File: config.mk
export PLATFORM = sky130hd
export DESIGN_NAME = wom_ctrl
export DESIGN_NICKNAME = d
export VERILOG_FILES = /design/src/core/wom_ctrl.v
export VERILOG_INCLUDE_DIRS = /design/src /design/src/common
export SDC_FILE = /design/constraint.sdc
export NUM_CORES = 1
export LEC_CHECK = 0
export BUFFER_PORTS_ARGS = -buffer_cell sky130_fd_sc_hd__buf_2
export CORE_MARGIN = 5
export CORE_UTILIZATION = 35
export DETAILED_ROUTE_END_ITERATION = 8
export SLEW_MARGIN = 40
export SYNTH_ARGS = -nofsm -noshare
export SYNTH_HDL_FRONTEND = slang
export SYNTH_SLANG_ARGS = --single-unit
File: constraint.sdc
create_clock -name clock -period 3.56 [get_ports clock]
set_input_delay 0.712 -clock clock [delete_from_list [all_inputs] [get_ports clock]]
set_output_delay 0.712 -clock clock [all_outputs]
set_load 0.01 [all_outputs]
File: src/common/wom_consts.vh
`ifndef WOM_CONSTS_VH
`define WOM_CONSTS_VH

// Register byte addresses
`define WOM_ADDR_FEAT_LO 12'h000
`define WOM_ADDR_FEAT_HI 12'h004
`define WOM_ADDR_RANGE0 12'h008
`define WOM_ADDR_RANGE1 12'h00c
`define WOM_ADDR_STATUS 12'h010

// Reset values
`define WOM_FEAT_RST 32'h00000000
`define WOM_RANGE_RST 32'h00000000

// Field positions
`define WOM_FEAT_GLOB 3
`define WOM_FEAT_SPEC 2
`define WOM_RNG_NOCACHE 0
`define WOM_RNG_COMB 1
`define WOM_RNG_MASK_HI 16
`define WOM_RNG_MASK_LO 2
`define WOM_RNG_BASE_HI 31
`define WOM_RNG_BASE_LO 17
`define WOM_A20_BIT 20

// Ordering modes
`define WOM_MODE_NONE 2'h0
`define WOM_MODE_SPEC 2'h1
`define WOM_MODE_FULL 2'h2

// Request kinds and line states
`define WOM_KIND_STORE 1'h0
`define WOM_KIND_WBACK 1'h1
`define WOM_MESI_I 2'h0
`define WOM_MESI_S 2'h1
`define WOM_MESI_E 2'h2
`define WOM_MESI_M 2'h3
`endif

File: src/core/wom_ctrl.v
`timescale 1ns/1ps
`include "wom_consts.vh"
module wom_ctrl (
  input wire clock, // 125 MHz clock
  input wire sys_rst, // Synchronous reset, high
  input wire psel, // APB select
  input wire penable, // APB enable
  input wire pwrite, // APB direction
  input wire [11:0] paddr, // APB byte address
  input wire [31:0] pwdata, // APB write data
  output reg pready, // APB ready
  output reg [31:0] prdata, // APB read data
  output reg pslverr, // APB error, unmapped address
  input wire addr_bit20_mask_n, // Bit-20 mask pin, low active
  input wire ext_write_buf_empty_n, // Buffer-empty pin, low active
  input wire wr_valid, // Write request, held until done
  input wire wr_kind, // 0 store, 1 line writeback
  input wire [31:0] wr_addr, // Physical address
  input wire [63:0] wr_data, // Write data, 8 lanes
  input wire [7:0] wr_be, // Byte enables
  input wire wr_hit, // Store hits the cache
  input wire [1:0] wr_state, // Line state on hit
  output reg wr_done_r, // Request finished, one pulse
  output reg wr_held_r, // Commit waiting on buffer-empty
  output reg bus_req_r, // Bus write request
  output reg bus_burst_r, // Burst cycle when high
  output reg [31:0] bus_addr_r, // Bus address
  output reg [63:0] bus_data_r, // Bus data
  output reg [7:0] bus_be_r, // Bus byte enables
  input wire bus_ack, // Bus cycle done
  output reg cache_commit_r, // Cache update, one pulse
  output reg [31:0] cache_addr_r, // Cache update address
  output reg [63:0] cache_data_r, // Cache update data
  output reg [7:0] cache_be_r // Cache update byte enables
);

  localparam ST_IDLE = 2'h0;
  localparam ST_DECIDE = 2'h1;
  localparam ST_DRAIN = 2'h2;
  localparam ST_BUS = 2'h3;

  function rng_in;
    input [31:0] rng;
    input [31:0] addr;
    reg [14:0] msk;
    begin
      msk = rng[`WOM_RNG_MASK_HI:`WOM_RNG_MASK_LO];
      rng_in = (msk & rng[`WOM_RNG_BASE_HI:`WOM_RNG_BASE_LO]) == (msk & addr[31:17]);
    end
  endfunction

  function wb_line;
    input [1:0] st;
    begin
      wb_line = (st == `WOM_MESI_M) || (st == `WOM_MESI_E);
    end
  endfunction

  function [63:0] merge_bytes;
    input [63:0] old;
    input [63:0] nw;
    input [7:0] be;
    integer i;
    begin
      merge_bytes = old;
      for (i = 0; i < 8; i = i + 1)
      begin
        if (be[i])
          merge_bytes[i*8 +: 8] = nw[i*8 +: 8];
      end
    end
  endfunction

  reg [31:0] feat_lo_r;
  reg [31:0] feat_hi_r;
  reg [31:0] rng0_r;
  reg [31:0] rng1_r;
  reg [2:0] a20_sy_r;
  reg [2:0] bufemp_sy_r;
  reg a20_act_r;
  reg bufemp_neg_r;
  reg [1:0] st_r;
  reg drain_ret_r;
  reg rq_kind_r;
  reg [31:0] rq_addr_r;
  reg [63:0] rq_data_r;
  reg [7:0] rq_be_r;
  reg rq_hit_r;
  reg [1:0] rq_state_r;
  reg mb_valid_r;
  reg [28:0] mb_addr_r;
  reg [63:0] mb_data_r;
  reg [7:0] mb_be_r;
  reg [31:0] rd_val;

  // Ordering mode: global disable overrides speculative
  wire [1:0] mode = feat_lo_r[`WOM_FEAT_GLOB] ? `WOM_MODE_NONE :
    (feat_lo_r[`WOM_FEAT_SPEC] ? `WOM_MODE_SPEC : `WOM_MODE_FULL);

  // Memory type: uncached flag wins over combining flag
  wire r0_in = rng_in(rng0_r, rq_addr_r);
  wire r1_in = rng_in(rng1_r, rq_addr_r);
  wire rq_unc = (r0_in & rng0_r[`WOM_RNG_NOCACHE]) | (r1_in & rng1_r[`WOM_RNG_NOCACHE]);
  wire rq_combr = (r0_in & rng0_r[`WOM_RNG_COMB]) | (r1_in & rng1_r[`WOM_RNG_COMB]);
  wire rq_is_wb = rq_kind_r == `WOM_KIND_WBACK;
  wire rq_ncache = ~rq_is_wb & (rq_unc | rq_combr);
  wire rq_comb = rq_ncache & ~rq_unc;
  wire rq_commit = ~rq_is_wb & ~rq_ncache & rq_hit_r & wb_line(rq_state_r);
  wire mb_match = mb_valid_r & (mb_addr_r == rq_addr_r[31:3]);
  // Writeback-state commits may pass the merge buffer except in full mode
  wire need_drain = mb_valid_r & ~(rq_comb & mb_match) &
    ~(rq_commit & (mode != `WOM_MODE_FULL));
  wire hold = bufemp_neg_r & (mode != `WOM_MODE_NONE);
  // Store addresses pass the tags, so bit 20 is masked there only
  wire [31:0] in_addr = (wr_kind == `WOM_KIND_STORE) ?
    {wr_addr[31:21], wr_addr[`WOM_A20_BIT] & ~a20_act_r, wr_addr[19:0]} : wr_addr;
  wire addr_ok = (paddr == `WOM_ADDR_FEAT_LO) || (paddr == `WOM_ADDR_FEAT_HI) ||
    (paddr == `WOM_ADDR_RANGE0) || (paddr == `WOM_ADDR_RANGE1) ||
    (paddr == `WOM_ADDR_STATUS);

  always @*
  begin
    case (paddr)
      `WOM_ADDR_FEAT_LO: rd_val = feat_lo_r;
      `WOM_ADDR_FEAT_HI: rd_val = feat_hi_r;
      `WOM_ADDR_RANGE0: rd_val = rng0_r;
      `WOM_ADDR_RANGE1: rd_val = rng1_r;
      `WOM_ADDR_STATUS: rd_val = {24'h000000, st_r, a20_act_r, bufemp_neg_r, wr_held_r,
        mb_valid_r, mode};
      default: rd_val = 32'h00000000;
    endcase
  end

  // APB slave, one access cycle
  always @(posedge clock)
  begin
    if (sys_rst)
    begin
      pready <= 1'b0;
      prdata <= 32'h00000000;
      pslverr <= 1'b0;
      feat_lo_r <= `WOM_FEAT_RST;
      feat_hi_r <= `WOM_FEAT_RST;
      rng0_r <= `WOM_RANGE_RST;
      rng1_r <= `WOM_RANGE_RST;
    end
    else
    begin
      pready <= psel & ~penable & ~pready;
      pslverr <= psel & ~penable & ~pready & ~addr_ok;
      if (psel & ~penable & ~pready)
        prdata <= pwrite ? 32'h00000000 : rd_val;
      if (psel & penable & pready & pwrite)
      begin
        case (paddr)
          `WOM_ADDR_FEAT_LO: feat_lo_r <= pwdata;
          `WOM_ADDR_FEAT_HI: feat_hi_r <= pwdata;
          `WOM_ADDR_RANGE0: rng0_r <= pwdata;
          `WOM_ADDR_RANGE1: rng1_r <= pwdata;
          default: ;
        endcase
      end
    end
  end

  // Pin synchronisers; a change counts when stages two and three agree
  always @(posedge clock)
  begin
    if (sys_rst)
    begin
      a20_sy_r <= 3'h7;
      bufemp_sy_r <= 3'h0;
      a20_act_r <= 1'b0;
      bufemp_neg_r <= 1'b0;
    end
    else
    begin
      a20_sy_r <= {a20_sy_r[1:0], addr_bit20_mask_n};
      bufemp_sy_r <= {bufemp_sy_r[1:0], ext_write_buf_empty_n};
      if (a20_sy_r[1] == a20_sy_r[2])
        a20_act_r <= ~a20_sy_r[2];
      if (bufemp_sy_r[1] == bufemp_sy_r[2])
        bufemp_neg_r <= bufemp_sy_r[2];
    end
  end

  // Write sequencer
  always @(posedge clock)
  begin
    if (sys_rst)
    begin
      st_r <= ST_IDLE;
      drain_ret_r <= 1'b0;
      rq_kind_r <= `WOM_KIND_STORE;
      rq_addr_r <= 32'h00000000;
      rq_data_r <= 64'h0000000000000000;
      rq_be_r <= 8'h00;
      rq_hit_r <= 1'b0;
      rq_state_r <= `WOM_MESI_I;
      mb_valid_r <= 1'b0;
      mb_addr_r <= 29'h00000000;
      mb_data_r <= 64'h0000000000000000;
      mb_be_r <= 8'h00;
      wr_done_r <= 1'b0;
      wr_held_r <= 1'b0;
      bus_req_r <= 1'b0;
      bus_burst_r <= 1'b0;
      bus_addr_r <= 32'h00000000;
      bus_data_r <= 64'h0000000000000000;
      bus_be_r <= 8'h00;
      cache_commit_r <= 1'b0;
      cache_addr_r <= 32'h00000000;
      cache_data_r <= 64'h0000000000000000;
      cache_be_r <= 8'h00;
    end
    else
    begin
      wr_done_r <= 1'b0;
      cache_commit_r <= 1'b0;
      case (st_r)
        ST_IDLE:
        begin
          if (wr_valid & ~wr_done_r)
          begin
            rq_kind_r <= wr_kind;
            rq_addr_r <= in_addr;
            rq_data_r <= wr_data;
            rq_be_r <= wr_be;
            rq_hit_r <= wr_hit;
            rq_state_r <= wr_state;
            st_r <= ST_DECIDE;
          end
          else if (mb_valid_r)
          begin
            // Idle drain of combined data as one single cycle
            bus_req_r <= 1'b1;
            bus_burst_r <= 1'b0;
            bus_addr_r <= {mb_addr_r, 3'h0};
            bus_data_r <= mb_data_r;
            bus_be_r <= mb_be_r;
            drain_ret_r <= 1'b0;
            st_r <= ST_DRAIN;
          end
        end
        ST_DECIDE:
        begin
          if (need_drain)
          begin
            bus_req_r <= 1'b1;
            bus_burst_r <= 1'b0;
            bus_addr_r <= {mb_addr_r, 3'h0};
            bus_data_r <= mb_data_r;
            bus_be_r <= mb_be_r;
            drain_ret_r <= 1'b1;
            st_r <= ST_DRAIN;
          end
          else if (rq_comb)
          begin
            mb_valid_r <= 1'b1;
            mb_addr_r <= rq_addr_r[31:3];
            mb_data_r <= merge_bytes(mb_match ? mb_data_r : 64'h0000000000000000,
              rq_data_r, rq_be_r);
            mb_be_r <= (mb_match ? mb_be_r : 8'h00) | rq_be_r;
            wr_done_r <= 1'b1;
            st_r <= ST_IDLE;
          end
          else if (rq_commit)
          begin
            wr_held_r <= hold;
            if (~hold)
            begin
              // Writeback-state line: cache only, gated by buffer-empty except in mode none
              cache_commit_r <= 1'b1;
              cache_addr_r <= rq_addr_r;
              cache_data_r <= rq_data_r;
              cache_be_r <= rq_be_r;
              wr_done_r <= 1'b1;
              st_r <= ST_IDLE;
            end
          end
          else
          begin
            bus_req_r <= 1'b1;
            bus_burst_r <= rq_is_wb;
            bus_addr_r <= rq_addr_r;
            bus_data_r <= rq_data_r;
            bus_be_r <= rq_is_wb ? 8'hff : rq_be_r;
            st_r <= ST_BUS;
          end
        end
        ST_DRAIN:
        begin
          if (bus_ack)
          begin
            bus_req_r <= 1'b0;
            mb_valid_r <= 1'b0;
            mb_be_r <= 8'h00;
            st_r <= drain_ret_r ? ST_DECIDE : ST_IDLE;
          end
        end
        ST_BUS:
        begin
          if (bus_ack)
          begin
            bus_req_r <= 1'b0;
            bus_burst_r <= 1'b0;
            // Writethrough hit updates the cache with the bus cycle
            if (~rq_is_wb & ~rq_ncache & rq_hit_r)
            begin
              cache_commit_r <= 1'b1;
              cache_addr_r <= rq_addr_r;
              cache_data_r <= rq_data_r;
              cache_be_r <= rq_be_r;
            end
            wr_done_r <= 1'b1;
            st_r <= ST_IDLE;
          end
        end
        default: st_r <= ST_IDLE;
      endcase
    end
  end

endmodule // wom_ctrl

# [After elaboration in Yosys (flattened, before gate mapping)]
# Cells that the tools add are included.
[op_classes] eq_ne=39 n_mux=98 n_bitwise=44 reduce_logical=35
[op_table] op="two-way mux 64 bit" n=12
[op_table] op="two-way mux 32 bit" n=12
[op_table] op="one-hot mux 64 bit (2 select lines)" n=2
[op_table] op="two-way mux 8 bit" n=24
[op_table] op="one-hot mux 32 bit (5 select lines)" n=1
[op_table] op="one-hot mux 32 bit (2 select lines)" n=2
[op_table] op="AND 15 bit" n=4
[op_table] op="one-hot mux 8 bit (2 select lines)" n=3
[op_table] op="AND reduction 4 bit" n=12
[op_table] op="!= test 2 bit, second input constant" n=20
[op_table] op="== test 15 bit" n=2
[op_table] op="== test 29 bit" n=1
[op_table] op="== test 12 x 4 -> 1 bit, second input constant" n=2
[op_table] op="two-way mux 1 bit" n=24
[op_table] op="AND 1 bit" n=23
[op_table] op="two-way mux 21 bit" n=1
[op_table] op="two-way mux 2 bit" n=10
[op_table] op="inverter 1 bit" n=13
[op_table] op="== test 12 x 3 -> 1 bit, second input constant" n=1
[op_table] op="== test 12 x 5 -> 1 bit, second input constant" n=1
[op_table] op="zero test 12 bit" n=1
[op_table] op="AND reduction 2 bit" n=5
[op_table] op="AND reduction 5 bit" n=2
[op_table] op="!= test 3 bit, second input constant" n=3
[op_table] op="other kinds (18)" n=35
[totals] register_bits=596 inputBits=161 out_inout_bits=247 word_cells=257

# [Logic depth before layout (Yosys ltp)]
[depth] word_depth=15 mapped_depth=12 depth_no_buf=8

# [Least setup slack after synthesis]
# OpenSTA, ideal clock, no wires.
[synth_timing] path_kind="in2reg" startpoint="input paddr[7]" endpoint="register feat_lo_r[10]" setup_ps=132 arrival_ps=2560 required_ps=3428 slack_ps=868 path_stages=9 path_buffers=2 cell_sequence="nor4_1 -> nand3_1 -> or2_2 -> clkbuf_1 -> nor3_1 -> nand2_1 -> clkbuf_1 -> nand2_1 -> a21oi_1"
[synth_via] elab_chain_len=2
[synth_rtl] item="start: declaration" line="wom_ctrl.v:9" text="input wire [11:0] paddr,"
[synth_rtl] item="zero test 12 bit" line="wom_ctrl.v:155" text="case (paddr)"
[synth_rtl] item="AND reduction 2 bit (no source line)"
[synth_rtl] item="end signal: assignment" line="wom_ctrl.v:142" text="feat_lo_r <= `WOM_FEAT_RST;"
[synth_rtl] item="end signal: assignment" line="wom_ctrl.v:156" text="`WOM_ADDR_FEAT_LO: feat_lo_r <= pwdata;"
[synth_rtl] item="end: declaration" line="wom_ctrl.v:74" text="reg [31:0] feat_lo_r;"
# No other way between the ends.
# A chain may end at the register's enable or synchronous reset.

# [Worst setup path after layout]
[layout_timing] startpoint="register rq_addr_r[24]" endpoint="register cache_data_r[53]"
[layout_via] elab_chain_len=15 word_cells_on_any_way=31 classes_between="7 x eq/ne; 23 x bitwise; 1 x reduce/logical"
[layout_rtl] item="start: declaration" line="wom_ctrl.v:85" text="reg [31:0] rq_addr_r;"
[layout_rtl] item="start signal: assignment" line="wom_ctrl.v:226" text="rq_addr_r <= in_addr;"
[layout_rtl] item="AND 15 bit" line="wom_ctrl.v:48" text="rng_in = (msk & rng[`WOM_RNG_BASE_HI:`WOM_RNG_BASE_LO]) == (msk & addr[31:17]);"
[layout_rtl] item="== test 15 bit" line="wom_ctrl.v:48"
[layout_rtl] item="AND 1 bit (on tied branches)" line="wom_ctrl.v:103, wom_ctrl.v:104"
[layout_rtl] item="bitwise OR 1 bit (on tied branches)" line="wom_ctrl.v:103, wom_ctrl.v:104"
[layout_rtl] item="bitwise OR 1 bit" line="wom_ctrl.v:106" text="wire rq_ncache = ~rq_is_wb & (rq_unc | rq_combr);"
[layout_rtl] item="AND 1 bit" line="wom_ctrl.v:106"
[layout_rtl] item="inverter 1 bit" line="wom_ctrl.v:108, wom_ctrl.v:308"
[layout_rtl] item="AND 1 bit (2 in a row)" line="wom_ctrl.v:108, wom_ctrl.v:308"
[layout_rtl] item="AND 1 bit" line="wom_ctrl.v:108" text="wire rq_commit = ~rq_is_wb & ~rq_ncache & rq_hit_r & wb_line(rq_state_r);"
[layout_rtl] item="AND 1 bit" line="wom_ctrl.v:112" text="~(rq_commit & (mode != `WOM_MODE_FULL));"
[layout_rtl] item="inverter 1 bit" line="wom_ctrl.v:112"
[layout_rtl] item="AND 1 bit" line="wom_ctrl.v:111" text="wire need_drain = mb_valid_r & ~(rq_comb & mb_match) &"
[layout_rtl] item="!= test 2 bit (no source line)"
[layout_rtl] item="AND reduction 7 bit (no source line) (*)"
[layout_rtl] item="end signal: assignment" line="wom_ctrl.v:275" text="cache_data_r <= rq_data_r;"
[layout_rtl] item="end signal: assignment" line="wom_ctrl.v:312" text="cache_data_r <= rq_data_r;"
[layout_rtl] item="end: declaration" line="wom_ctrl.v:33" text="output reg [63:0] cache_data_r,"
# Mark *: on every way between the ends. The rest lies on a longest branch, timed or not.

==> results.yml <==
place:
  place_hpwl_microns: 58200
  port_buffers: 406
  place.gp.congestion: 0.829
floorplanning:
  die_area_sq_um: 77300
  start_util: 0.352
  rows: 98
  chipWidth_microns: 278
  core-area_sq_um: 71400
  io_pins: 408
  die_height_microns: 278
synthesis:
  yosys-top-cells-area: "dfxtp_1, a21oi_1, nand2_1"
  ys_types: 69
  synth_top_cell_by_area: "dfxtp_1"
  yosys_warnings: 0
  synth_nets: 3099
  synthArstFlopShare: 0
  synth_top_area_share: 0.474
  synth_cells: 2938
  syn_avg_cell_area_sq_um: 8.56
  ys_ff_latch: 595
  synth_edf_count: 0
  synth_top_flop_cell: "dfxtp_1"
  yosysSeqAreaShare: 0.474
  netlist_area_sq_um: 25100
setup_path:
  cp-start-kind: "flip-flop"
  critPathRequiredTime_ps: 4030
  cp.arrival_ps: 3810
  cp_max_fo: 62
  critPathMaxStageDelay_ps: 560
  crit_type: "flip-flop to flip-flop"
  end_kind: "flip-flop"
  cp_slowest_cell: "or3_4"
  crit_path_frequent_cell: "buf_4"
  ff2ff_path_depth: 11
  crit_path_cell_trace: "buf_4 > xor2_1 > a22oi_1 > nand4_1 > nor3_1 > or3_1 > buf_4 > or3_4 > buf_12 > o21ai_0 > a21oi_1"
timing:
  worst_slew_pin_slew_ps: 928
  fmax_ghz: 0.299
  hold-worst-slack_ps: 300
  hold_viol: 0
  maxSlewHeadroom: 0.381
  skew_ps: 28.5
  period_share: 0.939
  min_period_ps: 3340
  rsz0062_at_grt: "false"
  finalSetupTns_ps: 0
  finalSetupViolations: 0
  drv_slew: 0
global_route:
  grt_max_degree: 177
  grt_pass1_vias: 22000
  gr-total-overflow: 0
  grt_pass1_wl_microns: 136000
  gr-usage-all-layers: 0.219
  antenna_found_initial: 9
outcome:
  outcome: "finished clean"
final_layout:
  drive_above_1_share: 0.216
  nets: 3405
  syn_to_final_growth_pct: 23.4
  fin_util: 0.435
route:
  drtAntennaViolNets: 0
  dr.first_iter.drc_count: 1894
  vias_per_cell: 5.38
  drc: 0
  num_vias: 22896
  totalWireLength_microns: 88700
  dr.pass1.iters: 6
  wl_per_cell_microns: 20.9
clock_tree:
  cts_root_buffer: "clkbuf_16"
  cts_buffers: 70
  clock_latency_ps: 620
  cts_tree: "done"
  clk_pin_slew_ps: 60
  post_cts_buffers: 0
  cts_hold_buf: 0
  clockBufferDepth: 3
  cts_resized: 0
  htreeDepth: 3
  clock_sinks: 595
power_and_ir_drop:
  power_density_nw_per_um2: 524
  irDropWorstVdd_uv: 321
  leakage_nw: 12.2
flow_run:
  drv_cap: 0
min_path:
  holdCritPathClass: "input pin to flip-flop"
  whs_path_depth: 2
[area by class of cell]
type                    count  area [sq um]
clock inverters            24           308
fillers                  7149         40300
flip-flops and latches    595         11900
clock buffers             103          2130
well taps                 950          1190
repair buffers            526          3470
inverters                  15          58.8
diodes                      5          12.5
multi-input cells        2036         12000
[path summary, 6_finish.rpt]
kind                            slack, ps                to              start
worst min-delay path                  300       a20_sy_r[0]  addr_bit20_mask_n
worst min register to register        410       a20_sy_r[1]        a20_sy_r[0]
worst max register to register        220  cache_data_r[53]      rq_addr_r[24]
worst max-delay path                  220  cache_data_r[53]      rq_addr_r[24]
[state kept, by name (all words and copies together), names as in the netlist, 29 cells and up]
signal	flops
bus_data_r	64
cache_data_r	64
mb_data_r	64
rq_data_r	64
bus_addr_r	32
cache_addr_r	32
feat_hi_r	32
feat_lo_r	32
prdata	32
rng0_r	32
rng1_r	32
rq_addr_r	32
mb_addr_r	29
[critical path: cells and delay by family (launching register included)]
family / cells / cell delay (ps)
buffers and inverters: 3 / 670
AO/OA/AOI/OAI: 3 / 430
flip-flops: 1 / 460
XOR/XNOR: 1 / 170
AND/OR/NAND/NOR: 4 / 1410
[cells by family after synthesis]
group | after synthesis | synth area share
muxes | 67 | 0.0390
xor gates and xnor gates | 59 | 0.0206
and+or+nand+nor | 942 | 0.167
DFF | 595 | 0.474
buffers and inverters | 307 | 0.0547
AOI/OAI and AO/OA | 968 | 0.245
[placed cells by master, fill, tap and decap left out, drive strengths merged, types with 93 or more instances in the layout]
cell type	Yosys	final
a21boi	94	94
a21oi	404	404
and3	94	94
buf	76	526
clkbuf	216	103
dfxtp	595	595
nand2	498	498
nand3	167	167
nor2	113	113
o21ai	173	173
o21bai	93	93
o311a	93	93
[cells in the mapped netlist (6+ instances only)]
| master | instances |
|---|---|
| buf_1 | 14 |
| mux2_2 | 8 |
| a21oi_1 | 403 |
| nor2_1 | 110 |
| a22oi_1 | 51 |
| dfxtp_1 | 595 |
| o211ai_1 | 6 |
| a221o_1 | 7 |
| clkbuf_2 | 6 |
| nand2b_1 | 7 |
| nand4_1 | 18 |
| buf_4 | 10 |
| mux4_2 | 24 |
| buf_6 | 18 |
| a22o_1 | 11 |
| nor3_1 | 12 |
| a21boi_1 | 10 |
| inv_1 | 15 |
| buf_2 | 34 |
| a21boi_0 | 84 |
| o311a_1 | 93 |
| nor2b_1 | 7 |
| o221ai_1 | 9 |
| xnor2_1 | 30 |
| nand3_1 | 167 |
| o21ai_0 | 168 |
| nand2_1 | 498 |
| clkbuf_1 | 210 |
| mux2i_1 | 35 |
| and3_1 | 94 |
| xor2_1 | 29 |
| o21bai_1 | 93 |
[power by group]
group,leakage (nW),switching [mW],internal [mW]
logic,6.20,0.997,0.641
clock network,1.19,3.00,4.48
registers,4.82,0.241,6.90
[through the flow]
stage / power, mW / setup slack (ps) / cell area [sq um] / cells
after global routing: 16.9 / 36.4 / 31000 / 4254
after global placement: 8.92 / 298 / 28600 / 4122
after detailed placement: 8.93 / 265 / 28600 / 4122
after floorplan: 8.15 / 868 / 25100 / 2938
final: 16.2 / 217 / 31000 / 4254
after CTS: 16.4 / 201 / 31000 / 4249
[routing by layer]
metal	vias up	share of wire	global-route usage
met4	8	0.028	0.0683
met3	132	0.071	0.0534
met1	11073	0.44	0.295
li1	11028	-	-
met5	-	0.00065	0
met2	655	0.46	0.349
(Power assumes the default switching activity.)
